$ cat src/include/sioa_map.svh
// Constants for the servo I/O function allocation block.
// Assumes inclusion by bare name from the package and the design file.
`ifndef SIOA_MAP_SVH
`define SIOA_MAP_SVH

// ----------------------------------------------------------------------
// Register byte offsets
// ----------------------------------------------------------------------
`define SIOA_OFF_IN_A      12'h000
`define SIOA_OFF_IN_B      12'h004
`define SIOA_OFF_OUT       12'h008
`define SIOA_OFF_POL       12'h00c
`define SIOA_OFF_FUNC_IN   12'h010
`define SIOA_OFF_FUNC_OUT  12'h014
`define SIOA_OFF_PIN_STAT  12'h018

// ----------------------------------------------------------------------
// Reset values and field layout
// ----------------------------------------------------------------------
`define SIOA_RST_IN_A      32'h0000_3210
`define SIOA_RST_IN_B      32'h0000_0005
`define SIOA_RST_OUT       32'h0000_0210
`define SIOA_RST_POL       32'h0000_0000
`define SIOA_FIELD_W       4
`define SIOA_IN_A_FIELDS   4
`define SIOA_IN_PINS       5
`define SIOA_OUT_PINS      3
`define SIOA_IN_FUNCS      11
`define SIOA_OUT_FUNCS     14

`endif

$ cat src/include/sioa_pkg.sv
// Types for the servo I/O function allocation block.
// Assumes sioa_map.svh is on the include path.
`include "sioa_map.svh"
package sioa_pkg;
  // Input function codes
  typedef enum logic [3:0] {
    SIOA_IN_SERVO_ON   = 4'h0,
    SIOA_IN_FWD_PROH   = 4'h1,
    SIOA_IN_REV_PROH   = 4'h2,
    SIOA_IN_FWD_TLIM   = 4'h3,
    SIOA_IN_REV_TLIM   = 4'h4,
    SIOA_IN_GAIN_SEL   = 4'h5,
    SIOA_IN_HOMING     = 4'h6,
    SIOA_IN_REMOTE     = 4'h7,
    SIOA_IN_PROBE_ONE  = 4'h8,
    SIOA_IN_PROBE_TWO  = 4'h9,
    SIOA_IN_FORCE_STOP = 4'ha
  } sioa_in_code_t;

  // Output function codes
  typedef enum logic [3:0] {
    SIOA_OUT_POS_MATCH = 4'h0,
    SIOA_OUT_ROTATION  = 4'h1,
    SIOA_OUT_READY     = 4'h2,
    SIOA_OUT_TLIMITING = 4'h3,
    SIOA_OUT_BRAKE     = 4'h4,
    SIOA_OUT_INDEX     = 4'h5,
    SIOA_OUT_OVERTRAV  = 4'h6,
    SIOA_OUT_EXCITE    = 4'h7,
    SIOA_OUT_TDETECT   = 4'h8,
    SIOA_OUT_HOST_ZERO = 4'ha,
    SIOA_OUT_HOST_ONE  = 4'hb,
    SIOA_OUT_RESERVED  = 4'hc,
    SIOA_OUT_POS_CMP   = 4'hd
  } sioa_out_code_t;

  // Decoded input functions toward the drive core
  typedef struct packed {
    logic force_stop;
    logic probe_in_two;
    logic probe_in_one;
    logic remote_in;
    logic homing_ref_in;
    logic gain_select;
    logic rev_ext_torque_lim_in;
    logic fwd_ext_torque_lim_in;
    logic rev_prohibit_in;
    logic fwd_prohibit_in;
    logic servo_on;
  } sioa_in_func_t;

  // Output functions from the drive core
  typedef struct packed {
    logic position_compare_out;
    logic host_driven_output_one;
    logic host_driven_output_zero;
    logic torque_detect_out;
    logic motor_excite_out;
    logic overtravel_out;
    logic index_pulse_out;
    logic brake_release_out;
    logic torque_limiting_out;
    logic servo_ready_out;
    logic rotation_detect_out;
    logic position_or_speed_match_out;
  } sioa_out_func_t;

  // APB request from the master
  typedef struct packed {
    logic        psel;
    logic        penable;
    logic        pwrite;
    logic [11:0] paddr;
    logic [31:0] pwdata;
  } sioa_apb_req_t;

  // APB answer from the slave
  typedef struct packed {
    logic        pready;
    logic        pslverr;
    logic [31:0] prdata;
  } sioa_apb_rsp_t;
endpackage

$ cat src/design/sioa_alloc.sv
// Servo I/O function allocation: routes connector pins to drive functions.
// Assumes one clock pclk, asynchronous active-low presetn, APB register
// access, and pin inputs already synchronous to pclk.
//
// Contract
// - Five input pins, each selected by its own field of two parameters.
// - Each input pin drives one function only, the one its field names.
// - One function on several pins: only highest pin counts, descending order.
// - Input codes 0-4: servo-on, fwd/rev prohibit, fwd/rev torque limit.
// - Input codes 5-a: gain, homing, remote, probe one, probe two, stop.
// - Three output pin groups, each selected by its own parameter field.
// - Each output group carries one function only, the one its field names.
// - Output codes 0-4: match, rotation, ready, torque limiting, brake.
// - Output codes 5-8: index pulse, overtravel, excitation, torque detect.
// - Output codes a,b remote outputs, c reserved, d position compare.
// - Default functions preset; parameters change assignment and polarity.
// - Brake drives no group by default, only where field equals 4.
`timescale 1ns/100ps
`include "sioa_map.svh"

module sioa_alloc #(
  parameter int IN_PINS  = `SIOA_IN_PINS,
  parameter int OUT_PINS = `SIOA_OUT_PINS
) (
  input  wire logic                    pclk,        // Bus and logic clock
  input  wire logic                    presetn,     // Async reset, low
  input  wire sioa_pkg::sioa_apb_req_t apb_req,     // APB request
  output sioa_pkg::sioa_apb_rsp_t      apb_rsp,     // APB answer
  input  wire logic [IN_PINS-1:0]      in_pin,      // Input pins, 0=lowest
  output sioa_pkg::sioa_in_func_t      in_func,     // Decoded functions
  input  wire sioa_pkg::sioa_out_func_t out_func,   // Core output states
  output logic [OUT_PINS-1:0]          out_pin      // Output pin groups
);
  import sioa_pkg::*;

  // --------------------------------------------------------------------
  // Field helpers
  // --------------------------------------------------------------------
  // Pick a 4-bit code field from a parameter word
  function automatic logic [3:0] field_of(input logic [31:0] word,
                                          input int idx);
    field_of = word[idx*`SIOA_FIELD_W +: `SIOA_FIELD_W];
  endfunction

  // Exact match of the bus address against one register offset
  function automatic logic addr_is(input logic [11:0] a,
                                   input logic [11:0] off);
    addr_is = (a == off);
  endfunction

  // --------------------------------------------------------------------
  // Register state
  // --------------------------------------------------------------------
  logic [31:0]    in_alloc_a;
  logic [31:0]    in_alloc_b;
  logic [31:0]    out_alloc;
  logic [31:0]    pol;
  logic [31:0]    next_in_alloc_a;
  logic [31:0]    next_in_alloc_b;
  logic [31:0]    next_out_alloc;
  logic [31:0]    next_pol;
  sioa_apb_rsp_t  next_apb_rsp;
  logic           wr_fire;
  logic           rd_hit;
  logic [31:0]    rd_data;

  // Code field per input pin: four in parameter A, last in parameter B
  logic [3:0]     in_code  [IN_PINS];
  logic [3:0]     out_code [OUT_PINS];
  logic [IN_PINS-1:0] in_level;

  // Write strobe on the APB access phase; slave answers with no wait
  assign wr_fire = apb_req.psel & apb_req.penable & apb_req.pwrite;

  // --------------------------------------------------------------------
  // Register next-state and read mux
  // --------------------------------------------------------------------
  always_comb begin
    next_in_alloc_a = in_alloc_a;
    next_in_alloc_b = in_alloc_b;
    next_out_alloc  = out_alloc;
    next_pol        = pol;
    rd_hit          = 1'b1;
    rd_data         = 32'h0000_0000;
    // Parameters steer assignment and polarity
    if (wr_fire) begin
      if (addr_is(apb_req.paddr, `SIOA_OFF_IN_A)) begin
        next_in_alloc_a = {16'h0000, apb_req.pwdata[15:0]};
      end
      if (addr_is(apb_req.paddr, `SIOA_OFF_IN_B)) begin
        next_in_alloc_b = {28'h0000000, apb_req.pwdata[3:0]};
      end
      if (addr_is(apb_req.paddr, `SIOA_OFF_OUT)) begin
        next_out_alloc = {20'h00000, apb_req.pwdata[11:0]};
      end
      if (addr_is(apb_req.paddr, `SIOA_OFF_POL)) begin
        next_pol = {24'h000000, apb_req.pwdata[7:0]};
      end
    end
    case (apb_req.paddr)
      `SIOA_OFF_IN_A:     rd_data = in_alloc_a;
      `SIOA_OFF_IN_B:     rd_data = in_alloc_b;
      `SIOA_OFF_OUT:      rd_data = out_alloc;
      `SIOA_OFF_POL:      rd_data = pol;
      `SIOA_OFF_FUNC_IN:  rd_data = 32'(in_func);
      `SIOA_OFF_FUNC_OUT: rd_data = 32'(out_func);
      `SIOA_OFF_PIN_STAT: rd_data = 32'({out_pin, in_pin});
      default:            rd_hit  = 1'b0;
    endcase
    next_apb_rsp.pready  = 1'b1;
    next_apb_rsp.pslverr = apb_req.psel & ~rd_hit;
    next_apb_rsp.prdata  = rd_hit ? rd_data : 32'h0000_0000;
  end

  // Register update; answer flops feed the bus straight
  always_ff @(posedge pclk or negedge presetn) begin
    if (!presetn) begin
      in_alloc_a <= `SIOA_RST_IN_A;
      in_alloc_b <= `SIOA_RST_IN_B;
      out_alloc  <= `SIOA_RST_OUT;
      pol        <= `SIOA_RST_POL;
      apb_rsp    <= '0;
    end else begin
      in_alloc_a <= next_in_alloc_a;
      in_alloc_b <= next_in_alloc_b;
      out_alloc  <= next_out_alloc;
      pol        <= next_pol;
      apb_rsp    <= next_apb_rsp;
    end
  end

  // --------------------------------------------------------------------
  // Per-pin code fields and polarity
  // --------------------------------------------------------------------
  genvar gi;
  generate
    for (gi = 0; gi < IN_PINS; gi++) begin : g_in
      // Each pin owns one field
      if (gi < `SIOA_IN_A_FIELDS) begin : g_a
        assign in_code[gi] = field_of(in_alloc_a, gi);
      end else begin : g_b
        assign in_code[gi] = field_of(in_alloc_b, gi - `SIOA_IN_A_FIELDS);
      end
      // Polarity inversion per pin
      assign in_level[gi] = in_pin[gi] ^ pol[gi];
    end
    for (gi = 0; gi < OUT_PINS; gi++) begin : g_out
      // Each group owns one field
      assign out_code[gi] = field_of(out_alloc, gi);
    end
  endgenerate

  // --------------------------------------------------------------------
  // Input routing
  // --------------------------------------------------------------------
  sioa_in_func_t  next_in_func;
  logic [`SIOA_IN_FUNCS-1:0] in_vec;
  logic [`SIOA_IN_FUNCS-1:0] in_taken;

  always_comb begin
    in_vec   = '0;
    in_taken = '0;
    // Highest pin first; a function already claimed ignores lower pins
    for (int p = IN_PINS - 1; p >= 0; p--) begin
      for (int f = 0; f < `SIOA_IN_FUNCS; f++) begin
        // The function coded on this pin follows it unless a higher pin took it
        if (in_code[p] == 4'(f) && !in_taken[f]) begin
          in_taken[f] = 1'b1;
          in_vec[f]   = in_level[p];
        end
      end
    end
    // Unclaimed functions stay 0; codes above a are unused
    // Bit order matches codes 0..a
    next_in_func = sioa_in_func_t'(in_vec);
  end

  // --------------------------------------------------------------------
  // Output routing
  // --------------------------------------------------------------------
  logic [`SIOA_OUT_FUNCS-1:0] out_vec;
  logic [OUT_PINS-1:0]        next_out_pin;

  always_comb begin
    // Codes 0..8 in order, 9 unused, a/b remote, c reserved, d compare
    out_vec = {out_func.position_compare_out,
               1'b0,                              // Reserved code c
               out_func.host_driven_output_one,
               out_func.host_driven_output_zero,
               1'b0,                              // Unused code 9
               out_func.torque_detect_out,
               out_func.motor_excite_out,
               out_func.overtravel_out,
               out_func.index_pulse_out,
               out_func.brake_release_out,
               out_func.torque_limiting_out,
               out_func.servo_ready_out,
               out_func.rotation_detect_out,
               out_func.position_or_speed_match_out};
    next_out_pin = '0;
    for (int g = 0; g < OUT_PINS; g++) begin
      // Brake reaches a group only when its field is 4
      // Codes e,f select nothing; the group then shows only its polarity bit
      if (out_code[g] < 4'(`SIOA_OUT_FUNCS)) begin
        next_out_pin[g] = out_vec[out_code[g]];
      end
      next_out_pin[g] = next_out_pin[g] ^ pol[IN_PINS + g];
    end
  end

  // Registered pin-side outputs
  always_ff @(posedge pclk or negedge presetn) begin
    if (!presetn) begin
      in_func <= '0;
      out_pin <= '0;
    end else begin
      in_func <= next_in_func;
      out_pin <= next_out_pin;
    end
  end
endmodule

$ cat config.mk
export PLATFORM = sky130hd
export DESIGN_NAME = sioa_alloc
export DESIGN_NICKNAME = d
export VERILOG_FILES = /design/src/include/sioa_pkg.sv /design/src/design/sioa_alloc.sv
export VERILOG_INCLUDE_DIRS = /design/src /design/src/include
export SDC_FILE = /design/constraint.sdc
export NUM_CORES = 1
export LEC_CHECK = 0
export BUFFER_PORTS_ARGS = -buffer_cell sky130_fd_sc_hd__buf_2
export CAP_MARGIN = 20
export CORE_MARGIN = 5
export CORE_UTILIZATION = 30
export DETAILED_ROUTE_END_ITERATION = 8
export PLACE_DENSITY_LB_ADDON = 0.05
export SYNTH_ARGS = -nofsm -noshare
export SYNTH_HDL_FRONTEND = slang
export SYNTH_SLANG_ARGS = --single-unit
$ cat constraint.sdc
create_clock -name pclk -period 3.6 [get_ports pclk]
set_clock_uncertainty 0.2 [all_clocks]
set_input_delay 0 -clock pclk [delete_from_list [all_inputs] [get_ports pclk]]
set_output_delay 0 -clock pclk [all_outputs]
set_load 0.01 [all_outputs]
==> flow_metrics.env, run 1 <==
export IMPL_hp_class="primary input to flop"
export IMPL_async_reset_ff_share_pct=100.0
export IMPL_power_uw=1845
export IMPL_die_y_um=133.5
export IMPL_tightestPinTransition_ns=0.9600
export IMPL_cp_end_kind="flop"
export IMPL_ys_seq_area_share_pct=39.57
export IMPL_clk_latency_ns=0.34
export IMPL_cts_num_sinks=72
export IMPL_drt_vias_per_instance=5.334
export IMPL_crit_family="simple AND/OR/NAND/NOR gates"
export IMPL_antenna_cells=0
export IMPL_finalMaxSlewViolations=0
export IMPL_initial_core_util_pct=30.34
export IMPL_grt_max_degree=73
export IMPL_setup_viol=0
export IMPL_syn_area_mm2=0.004578
export IMPL_timing_fmax_ghz=0.3900
export IMPL_critPathBufInv=2
export IMPL_synth_avg_cell_area_um2=10.11
export IMPL_seq_area_mm2=0.001812
export IMPL_clockBufferDepth=2
export IMPL_routed_wl_um=16040
export IMPL_ys_ff_latch=72
export IMPL_grt_remaining_overflow=0
export IMPL_syn_to_final_growth_pct=24.79
export IMPL_crit_type="primary input to flop"
export IMPL_routedWlPerCell_um=21.36
export IMPL_status="finished clean"
export IMPL_final_common_cell="buf_2"
export IMPL_post_cts_buffers=0
export IMPL_final_nets=624
export IMPL_vias=4006
export IMPL_clockRootBuffer="clkbuf_16"
export IMPL_cellPowerDensity_mw_per_mm2=323.0
export IMPL_fin_tns_setup_ns=0
export IMPL_tritoncts="done"
export IMPL_synth_cell_types=59
export IMPL_dieArea_mm2=0.01783
export IMPL_period_needed_ns=2.564
export IMPL_critPathArrivalTime_ns=2.59
export IMPL_antenna_found_initial=0
export IMPL_synthCells=453
export IMPL_portBuffers=81
export IMPL_cp_max_fo=28
export IMPL_dieWidth_um=133.5
export IMPL_synth_edf_count=0
export IMPL_vdd_drop_max_uv=202.7
export IMPL_drc=0
export IMPL_leakage_uw=0.002517
export IMPL_slowest_stage="nor3_4"
export IMPL_path_cells="dlygate4sd3_1 > buf_2 > or3_1 > nor3_4 > mux2_2"
export IMPL_worst_path_largest_cell_delay_ns=0.83
export IMPL_htreeDepth=3
export IMPL_timing_final_crit_share_pct=71.23
export IMPL_grt_pass1_wl_um=24680
export IMPL_fillers=1527
export IMPL_yosys_warnings=0
export IMPL_dr_pass1_iters=4
export IMPL_r2r_setup_slack_ns=1.28
export IMPL_num_rows=45
export IMPL_dp_hpwl_um=11920
export IMPL_grt_usage_pct=18.33
export IMPL_multi_input_area_mm2=0.002547
export IMPL_critPathRequiredTime_ns=3.62
export IMPL_initialDrtViolationCount=306
export IMPL_grt_pass1_vias=4043
export IMPL_relSlewSlack_pct=36.00
export IMPL_gp_congestion=0.9035
export IMPL_cap_violations=0
export IMPL_path_clk_slew_ns=0.06
export IMPL_startpoint_type="primary input"
export IMPL_ant_nets=0
export IMPL_layout_common_cells="80 x buf_2, 64 x dfrtp_1, 37 x dlygate4sd3_1"
export IMPL_fp_coreArea_mm2=0.01509
export IMPL_drive_gt1_share_pct=29.66
export IMPL_final_hold_viol_count=0
export IMPL_numCtsBuffers=9
export IMPL_pin_count=114
export IMPL_rsz0062_at_grt="false"
export IMPL_ys_flop_type="dfrtp_1"
==> synth_stat cells (5+ instances only) <==
cell	n	share of area, %
nand2_1	24	2.0
clkbuf_1	16	1.3
mux2_4	10	3.3
inv_1	9	0.74
or2_2	6	0.82
nand3_1	17	1.9
nor2_1	25	2.0
a21oi_1	19	2.1
mux2_2	35	8.6
a31oi_1	8	1.1
nor3_1	10	1.1
nor2b_1	19	2.6
buf_4	17	2.8
dfstp_2	8	4.6
dfrtp_1	64	35
o221ai_1	21	4.0
a21o_1	5	0.82
mux2i_1	21	4.6
nand2b_1	21	2.9
o32ai_1	6	1.1
o21ai_0	6	0.66
nand4_1	6	0.82
xnor2_1	5	0.96
a22oi_1	9	1.5
==> logic make-up (layout without fill, tap and decap cells) <==
kind of cell	count (synthesis)	in the layout	share of synthesized area [%]
other	2	17	0.1640
AOI/OAI and AO/OA	103	103	16.75
buffers and inverters	51	146	6.012
and+or+nand+nor	149	149	17.90
DFF	72	72	39.57
muxes	70	70	18.45
xor gates and xnor gates	6	6	1.148
==> routing by layer <==
metal | global-route usage (%) | share of wire [%] | vias to the layer above
met5 | 0 | 0 | -
met4 | 6.057 | 2.2 | 0
met3 | 3.663 | 3.6 | 22
met2 | 29.83 | 48 | 106
met1 | 24.46 | 46 | 1987
li1 | - | - | 1891
==> final cells by class <==
class	instances	share of cell area [%]
multi-input combinational	345	44.59
sequential	72	31.71
clock buffer	10	4.183
inverter	9	0.5913
tap	188	4.117
clock inverter	6	0.7884
timing repair buffer	121	14.02
==> power breakdown <==
part	switching [µW]	total (µW)	internal, µW
sequential	3.44	818	814
combinational	105	179	73.9
clock	363	849	486
total	472	1850	1370
==> worst reg2reg max path: stages, from the launching register on <==
cell      delay, ns
dfrtp_1        0.41
xnor2_1        0.64
nor3_1         0.21
a221oi_1       0.45
o221ai_1       0.23
==> timing repair <==
item | in CTS | in global routing
endpoints found under the hold margin | 119 | 0
endpoints found under the setup margin | 0 | 0
resized for setup | 0 | 0
hold buffers | 37 | 0
==> per-stage QoR <==
step / cells / cell area (µm²) / hold WS (ns) / utilization, % / setup WS (ns)
2_1_floorplan: 468 / 4634 / -0.4956 / - / 1.804
3_3_place_gp: 698 / 5059 / 0.004444 / 33.52 / 1.152
3_5_place_dp: 698 / 5059 / 0.01134 / 33.52 / 1.138
4_1_cts: 751 / 5713 / 0.01350 / 37.86 / 1.045
5_1_grt: 751 / 5713 / 0.02748 / 37.86 / 0.9509
6_report: 751 / 5713 / 0.02999 / 37.86 / 1.036
==> worst paths after layout <==
| check | from | to | cells after the start |
|---|---|---|---|
| worst max-delay path | apb_req[34] | in_alloc_a[1] | 5 |
| worst min-delay path | apb_req[39] | apb_rsp[2] | 5 |
| worst max register to register | pol[1] | in_func[0] | 4 |
| worst min register to register | in_func[9] | apb_rsp[9] | 1 |
| max in group asynchronous | presetn | in_func[2] | 2 |
| min in group asynchronous | presetn | out_alloc[7] | 2 |
==> flip-flops by register name, summed over array words and instances, names as in the netlist <==
register / flops
apb_rsp: 18
in_alloc_a: 16
in_alloc_b: 4
in_func: 11
out_alloc: 12
out_pin: 3
pol: 8
(Power assumes the default switching activity.)
==> run 2, diff against run 1 <==
==> constraint.sdc (replaced) <==
create_clock -name pclk -period 2.21 [get_ports pclk]
set_clock_uncertainty 0.2 [all_clocks]
set_input_delay 0 -clock pclk [delete_from_list [all_inputs] [get_ports pclk]]
set_output_delay 0 -clock pclk [all_outputs]
set_load 0.01 [all_outputs]
==> run 2 against run 1 <==
Effect of this change:
- sequential cell count unchanged
- critical path depth increased by 2
- core utilization increased by 1.3 points
- register-to-register slack got worse by 0.98 ns
- hold slack improved by 0.0085 ns
- power increased by 69%
- via count increased by 1.4%
- critical path type unchanged
==> flow_metrics.env, run 2 (same netlist as run 1, synthesis figures left out) <==
export IMPL_path_clk_slew_ns=0.06
export IMPL_finalInstanceArea_mm2=0.005902
export IMPL_grt_max_degree=52
export IMPL_fin_tns_setup_ns=0
export IMPL_initialDrtViolationCount=250
export IMPL_period_needed_ns=2.070
export IMPL_ant_nets=0
export IMPL_syn_to_final_growth_pct=28.91
export IMPL_die_y_um=133.5
export IMPL_startpoint_type="primary input"
export IMPL_num_rows=45
export IMPL_antenna_found_initial=0
export IMPL_fp_coreArea_mm2=0.01509
export IMPL_final_cells=768
export IMPL_net_switching_power_uw=782.9
export IMPL_hp_class="primary input to flop"
export IMPL_vias=4062
export IMPL_status="finished clean"
export IMPL_largest_register_ffs=18
export IMPL_dpl_worst_slack_ns=0.1979
export IMPL_fin_ws_ns=0.1402
export IMPL_cts_num_sinks=72
export IMPL_layout_common_cells="80 x buf_2, 64 x dfrtp_1, 39 x dlygate4sd3_1"
export IMPL_timing_final_crit_share_pct=93.66
export IMPL_relSlewSlack_pct=62.12
export IMPL_routed_wl_um=16200
export IMPL_drt_vias_per_instance=5.289
export IMPL_numCtsBuffers=9
export IMPL_fillers=1500
export IMPL_grt_usage_pct=18.33
export IMPL_gp_congestion=0.8529
export IMPL_critPathArrivalTime_ns=2.13
export IMPL_cap_violations=0
export IMPL_comb_power_share_pct=10.1
export IMPL_crit_type="primary input to flop"
export IMPL_cp_end_kind="flop"
export IMPL_reg_top3="apb_rsp (18), in_alloc_a (16), out_alloc (12)"
export IMPL_final_hold_viol_count=0
export IMPL_timing_fmax_ghz=0.4831
export IMPL_cellPowerDensity_mw_per_mm2=528.5
export IMPL_dp_hpwl_um=12260
export IMPL_portBuffers=81
export IMPL_vdd_drop_max_uv=333.1
export IMPL_clockRootBuffer="clkbuf_16"
export IMPL_dr_pass1_iters=4
export IMPL_dieWidth_um=133.5
export IMPL_tritoncts="done"
export IMPL_initial_core_util_pct=30.34
export IMPL_drc=0
export IMPL_p_int_uw=2336
export IMPL_cp_max_fo=16
export IMPL_dpl_cell_area_mm2=0.005189
export IMPL_grt_pass1_vias=4140
export IMPL_final_nets=641
export IMPL_clockBufferDepth=2
export IMPL_grt_pass1_wl_um=24920
export IMPL_top_register="apb_rsp"
export IMPL_critPathRequiredTime_ns=2.27
export IMPL_p_seq_share_pct=42.7
export IMPL_finalMaxSlewViolations=0
export IMPL_antenna_cells=0
export IMPL_dieArea_mm2=0.01783
export IMPL_grt_remaining_overflow=0
export IMPL_clk_latency_ns=0.34
export IMPL_tightestPinTransition_ns=0.5604
export IMPL_htreeDepth=3
export IMPL_routedWlPerCell_um=21.10
export IMPL_power_uw=3119
export IMPL_post_cts_buffers=0
export IMPL_pin_count=114
export IMPL_leakage_uw=0.002631
export IMPL_drive_gt1_share_pct=31.55
export IMPL_post_place_cells=712
export IMPL_final_common_cell="buf_2"
export IMPL_setup_viol=0
export IMPL_rsz0062_at_grt="false"
export IMPL_clkPwrFrac_pct=47.2
export IMPL_p_sw_share_pct=25.10
[run 2: layout make-up]
class	count	area [µm²]	share of cell area, %
clock buffer	10	229.0	3.880
timing repair buffer	138	975.9	16.54
tap	188	235.2	3.986
sequential	72	1812	30.70
clock inverter	6	61.31	1.039
multi-input combinational	345	2555	43.29
inverter	9	33.78	0.5724
[run 2: worst max-delay path, cell delays in order]
cell	delay, ns
dlygate4sd3_1	0.52
buf_2	0.23
buf_4	0.25
nor2b_1	0.30
nand3_1	0.11
dlygate4sd3_1	0.56
a21oi_1	0.16
[run 2: power by group through the flow]
stage | clock network (µW) | registers [µW] | logic (µW)
2_1_floorplan | 0 | 1360 | 128
3_3_place_gp | 0 | 1350 | 263
3_5_place_dp | 0 | 1350 | 263
4_1_cts | 1510 | 1330 | 313
5_1_grt | 1550 | 1330 | 345
6_report | 1470 | 1330 | 316
[run 2: per-stage QoR]
| stage | util, % | hold slack [ns] |
|---|---|---|
| 5_1_grt | 39.11 | 0.09169 |
| 6_report | 39.11 | 0.03851 |
| 3_3_place_gp | 34.39 | -0.2800 |
| 3_5_place_dp | 34.39 | -0.2788 |
| 4_1_cts | 38.83 | 0.01058 |
| 2_1_floorplan | - | -0.4956 |
[run 2: path summary, 6_finish.rpt]
check                              start       endpoint  slack, ns  cells past startpoint
hold reg to reg               in_func[8]     apb_rsp[8]       0.35                      1
setup / recovery             apb_req[34]     apb_rsp[1]       0.14                      7
setup reg to reg           in_alloc_a[4]     in_func[1]       0.30                      4
max in group asynchronous        presetn  in_alloc_b[2]       0.92                      4
min in group asynchronous        presetn     out_pin[1]       0.34                      3
hold / removal               apb_req[43]     apb_rsp[2]       0.04                      5
[run 2: metal layers]
metal / global-route usage (%) / part of all wire (%) / vias to the layer above
li1: - / - / 1922
met1: 24.74 / 45 / 2012
met2: 30.19 / 49 / 106
met3: 2.190 / 4.1 / 22
met4: 6.914 / 2.0 / 0
met5: 0 / 0 / -
[run 2: what timing repair did]
action | 4_1_cts | 5_1_grt
gates resized for setup | 0 | 3
hold buffers | 38 | 2
hold endpoints to repair | 127 | 2
endpoints found under the setup margin | 0 | 1
==> run 3, diff against run 2 <==
--- a/config.mk
+++ b/config.mk
@@ -6,12 +6,14 @@
 export SDC_FILE = /design/constraint.sdc
 export NUM_CORES = 1
 export LEC_CHECK = 0
+export ABC_AREA = 1
 export BUFFER_PORTS_ARGS = -buffer_cell sky130_fd_sc_hd__buf_2
 export CAP_MARGIN = 20
 export CORE_MARGIN = 5
 export CORE_UTILIZATION = 30
 export DETAILED_ROUTE_END_ITERATION = 8
 export PLACE_DENSITY_LB_ADDON = 0.05
+export SLEW_MARGIN = 10
 export SYNTH_ARGS = -nofsm -noshare
 export SYNTH_HDL_FRONTEND = slang
 export SYNTH_SLANG_ARGS = --single-unit
==> constraint.sdc (replaced) <==
create_clock -name pclk -period 2.21 [get_ports pclk]
set_clock_uncertainty 0.2 [all_clocks]
set_input_delay 0.3315 -clock pclk [delete_from_list [all_inputs] [get_ports pclk]]
set_output_delay 0.3315 -clock pclk [all_outputs]
set_load 0.01 [all_outputs]
==> run 3 against run 2 <==
Effect of this change:
- wire length rose by 5.8%
- core utilization shrank 2.4 points
- final cell count increased by 29%
- synthesized cell count up 50%
- critical endpoint is now in_func[7]
- largest power group unchanged
==> flow_metrics.env, run 3 <==
export IMPL_ys_top_cells_by_count="150 x nand2_1, 97 x inv_1, 84 x nor2_1"
export IMPL_final_cells=992
export IMPL_seq_area_mm2=0.001812
export IMPL_yosys_warnings=0
export IMPL_synth_avg_cell_area_um2=7.199
export IMPL_clk_latency_ns=0.34
export IMPL_antenna_found_initial=0
export IMPL_num_rows=46
export IMPL_cp_end_kind="flop"
export IMPL_critPathArrivalTime_ns=2.00
export IMPL_fp_coreArea_mm2=0.01594
export IMPL_drc=0
export IMPL_dieArea_mm2=0.01892
export IMPL_rsz0062_at_grt="false"
export IMPL_fillers=1743
export IMPL_status="finished clean"
export IMPL_grt_pass1_wl_um=25810
export IMPL_cellPowerDensity_mw_per_mm2=550.9
export IMPL_drive_gt1_share_pct=23.84
export IMPL_portBuffers=81
export IMPL_tritoncts="done"
export IMPL_postCtsHoldBufs=1
export IMPL_critPathRequiredTime_ns=2.26
export IMPL_synth_top_area_cell="dfrtp_1"
export IMPL_reg_top3="apb_rsp (18), in_alloc_a (16), out_alloc (12)"
export IMPL_largest_register_ffs=18
export IMPL_vdd_drop_max_uv=335.7
export IMPL_multi_input_area_mm2=0.002506
export IMPL_postLayoutCoreUtil_pct=36.68
export IMPL_top_register="apb_rsp"
export IMPL_tightestPinTransition_ns=0.9275
export IMPL_ant_nets=0
export IMPL_gp_congestion=0.8793
export IMPL_syn_to_final_growth_pct=19.82
export IMPL_synth_edf_count=0
export IMPL_initial_core_util_pct=30.62
export IMPL_crit_family="XOR/XNOR gates"
export IMPL_worst_path_largest_cell_delay_ns=0.75
export IMPL_async_reset_ff_share_pct=100.0
export IMPL_grt_remaining_overflow=0
export IMPL_hp_class="primary input to flop"
export IMPL_dpl_cell_area_mm2=0.005505
export IMPL_path_cells="xor2_1 > a21oi_1 > nand2_1 > nand2_1 > a21oi_1"
export IMPL_synthCells=678
export IMPL_timing_final_crit_share_pct=88.39
export IMPL_crit_type="flop to flop"
export IMPL_vias=4697
export IMPL_ys_flop_type="dfrtp_1"
export IMPL_final_hold_viol_count=0
export IMPL_startpoint_type="flop"
export IMPL_ys_seq_area_share_pct=37.12
export IMPL_post_cts_resized=0
export IMPL_syn_area_mm2=0.004881
export IMPL_dieWidth_um=137.6
export IMPL_critPathBufInv=0
export IMPL_slowest_stage="xor2_1"
export IMPL_final_common_cell="nand2_1"
export IMPL_finalInstanceArea_mm2=0.005848
export IMPL_initialDrtViolationCount=326
export IMPL_final_nets=837
export IMPL_period_needed_ns=1.953
export IMPL_grt_max_degree=33
export IMPL_clockRootBuffer="clkbuf_16"
export IMPL_yosysMostFrequentCell="nand2_1"
export IMPL_leakage_uw=0.002938
export IMPL_post_cts_buffers=0
export IMPL_power_uw=3222
export IMPL_finalMaxSlewViolations=0
export IMPL_dp_hpwl_um=13890
export IMPL_path_clk_slew_ns=0.07
export IMPL_htreeDepth=3
export IMPL_antenna_cells=0
export IMPL_post_place_cells=975
export IMPL_clockBufferDepth=2
export IMPL_cp_max_fo=11
export IMPL_setup_viol=0
export IMPL_pin_count=114
export IMPL_routedWlPerCell_um=17.27
export IMPL_routed_wl_um=17140
export IMPL_ys_ff_latch=72
export IMPL_cts_num_sinks=72
export IMPL_synth_cell_types=40
export IMPL_grt_pass1_vias=4509
export IMPL_synth_top_area_share_pct=32.81
export IMPL_dr_pass1_iters=5
export IMPL_drt_vias_per_instance=4.735
export IMPL_relSlewSlack_pct=37.96
export IMPL_die_y_um=137.6
export IMPL_synth_area_leaders="dfrtp_1 33%, nand2_1 12%, inv_1 7.5%"
export IMPL_fin_tns_setup_ns=0
export IMPL_layout_common_cells="150 x nand2_1, 97 x inv_1, 84 x nor2_1"
export IMPL_numCtsBuffers=9
export IMPL_cap_violations=0
export IMPL_grt_usage_pct=18.42
export IMPL_timing_fmax_ghz=0.5119
run 3: cell count changes after synthesis, moves of 28 or more:
cell     delta
nor2_1     +59
inv_1      +88
o21ai_2    +32
nand2_1   +126
nand3_1    +28
o21ai_0    +32
mux2_2     -35
run 3: worst paths after layout:
kind                              start             end  slack, ns  cells after the start
max reg2reg                      pol[1]      in_func[7]       0.26                      5
min reg2reg                out_alloc[6]    out_alloc[6]       0.30                      2
min in group asynchronous       presetn     apb_rsp[33]       0.28                      2
max                              pol[1]      in_func[7]       0.26                      5
max in group asynchronous       presetn   in_alloc_a[4]       0.94                      3
min                         apb_req[15]  in_alloc_a[15]       0.03                      3
run 3: routing by layer:
layer / vias to the layer above / global-route usage [%] / wire, µm
met5: - / 0 / 0
met4: 0 / 4.823 / 211
met3: 18 / 3.908 / 1117
met2: 150 / 27.87 / 7407
met1: 2172 / 26.60 / 8399
li1: 2357 / - / -
run 3: power breakdown:
part / leakage [µW] / switching, µW / internal, µW
clock network: 0.000159 / 600 / 1050
registers: 0.000953 / 4.33 / 1330
logic: 0.00183 / 165 / 72.8
total: 0.00294 / 770 / 2450
run 3: logic make-up after synthesis:
kind of cell,synth area share [%]
AO/OA/AOI/OAI,16.10
buffers and inverters,12.69
other,0.1539
AND/OR/NAND/NOR,32.86
XOR/XNOR,1.077
flip-flops,37.12
run 3: through the flow:
step	worst slack [ns]	hold slack, ns
2_1_floorplan	0.6420	-0.1641
3_3_place_gp	0.2262	0.09662
3_5_place_dp	0.2361	0.09519
4_1_cts	0.2722	0.02614
5_1_grt	0.08699	0.03333
6_report	0.2566	0.03308
run 3: final cells by class:
type / instances / area share [%]
multi-input combinational: 490 / 42.85
sequential: 72 / 30.98
timing repair buffer: 97 / 9.285
inverter: 101 / 6.568
tap: 216 / 4.621
clock buffer: 12 / 4.386
clock inverter: 4 / 1.305
run 3: worst reg2reg max path, cell delays in order (launching register included):
cell and delay [ns]:
dfrtp_1 0.43, xor2_1 0.75, a21oi_1 0.16, nand2_1 0.10, nand2_1 0.05, a21oi_1 0.19
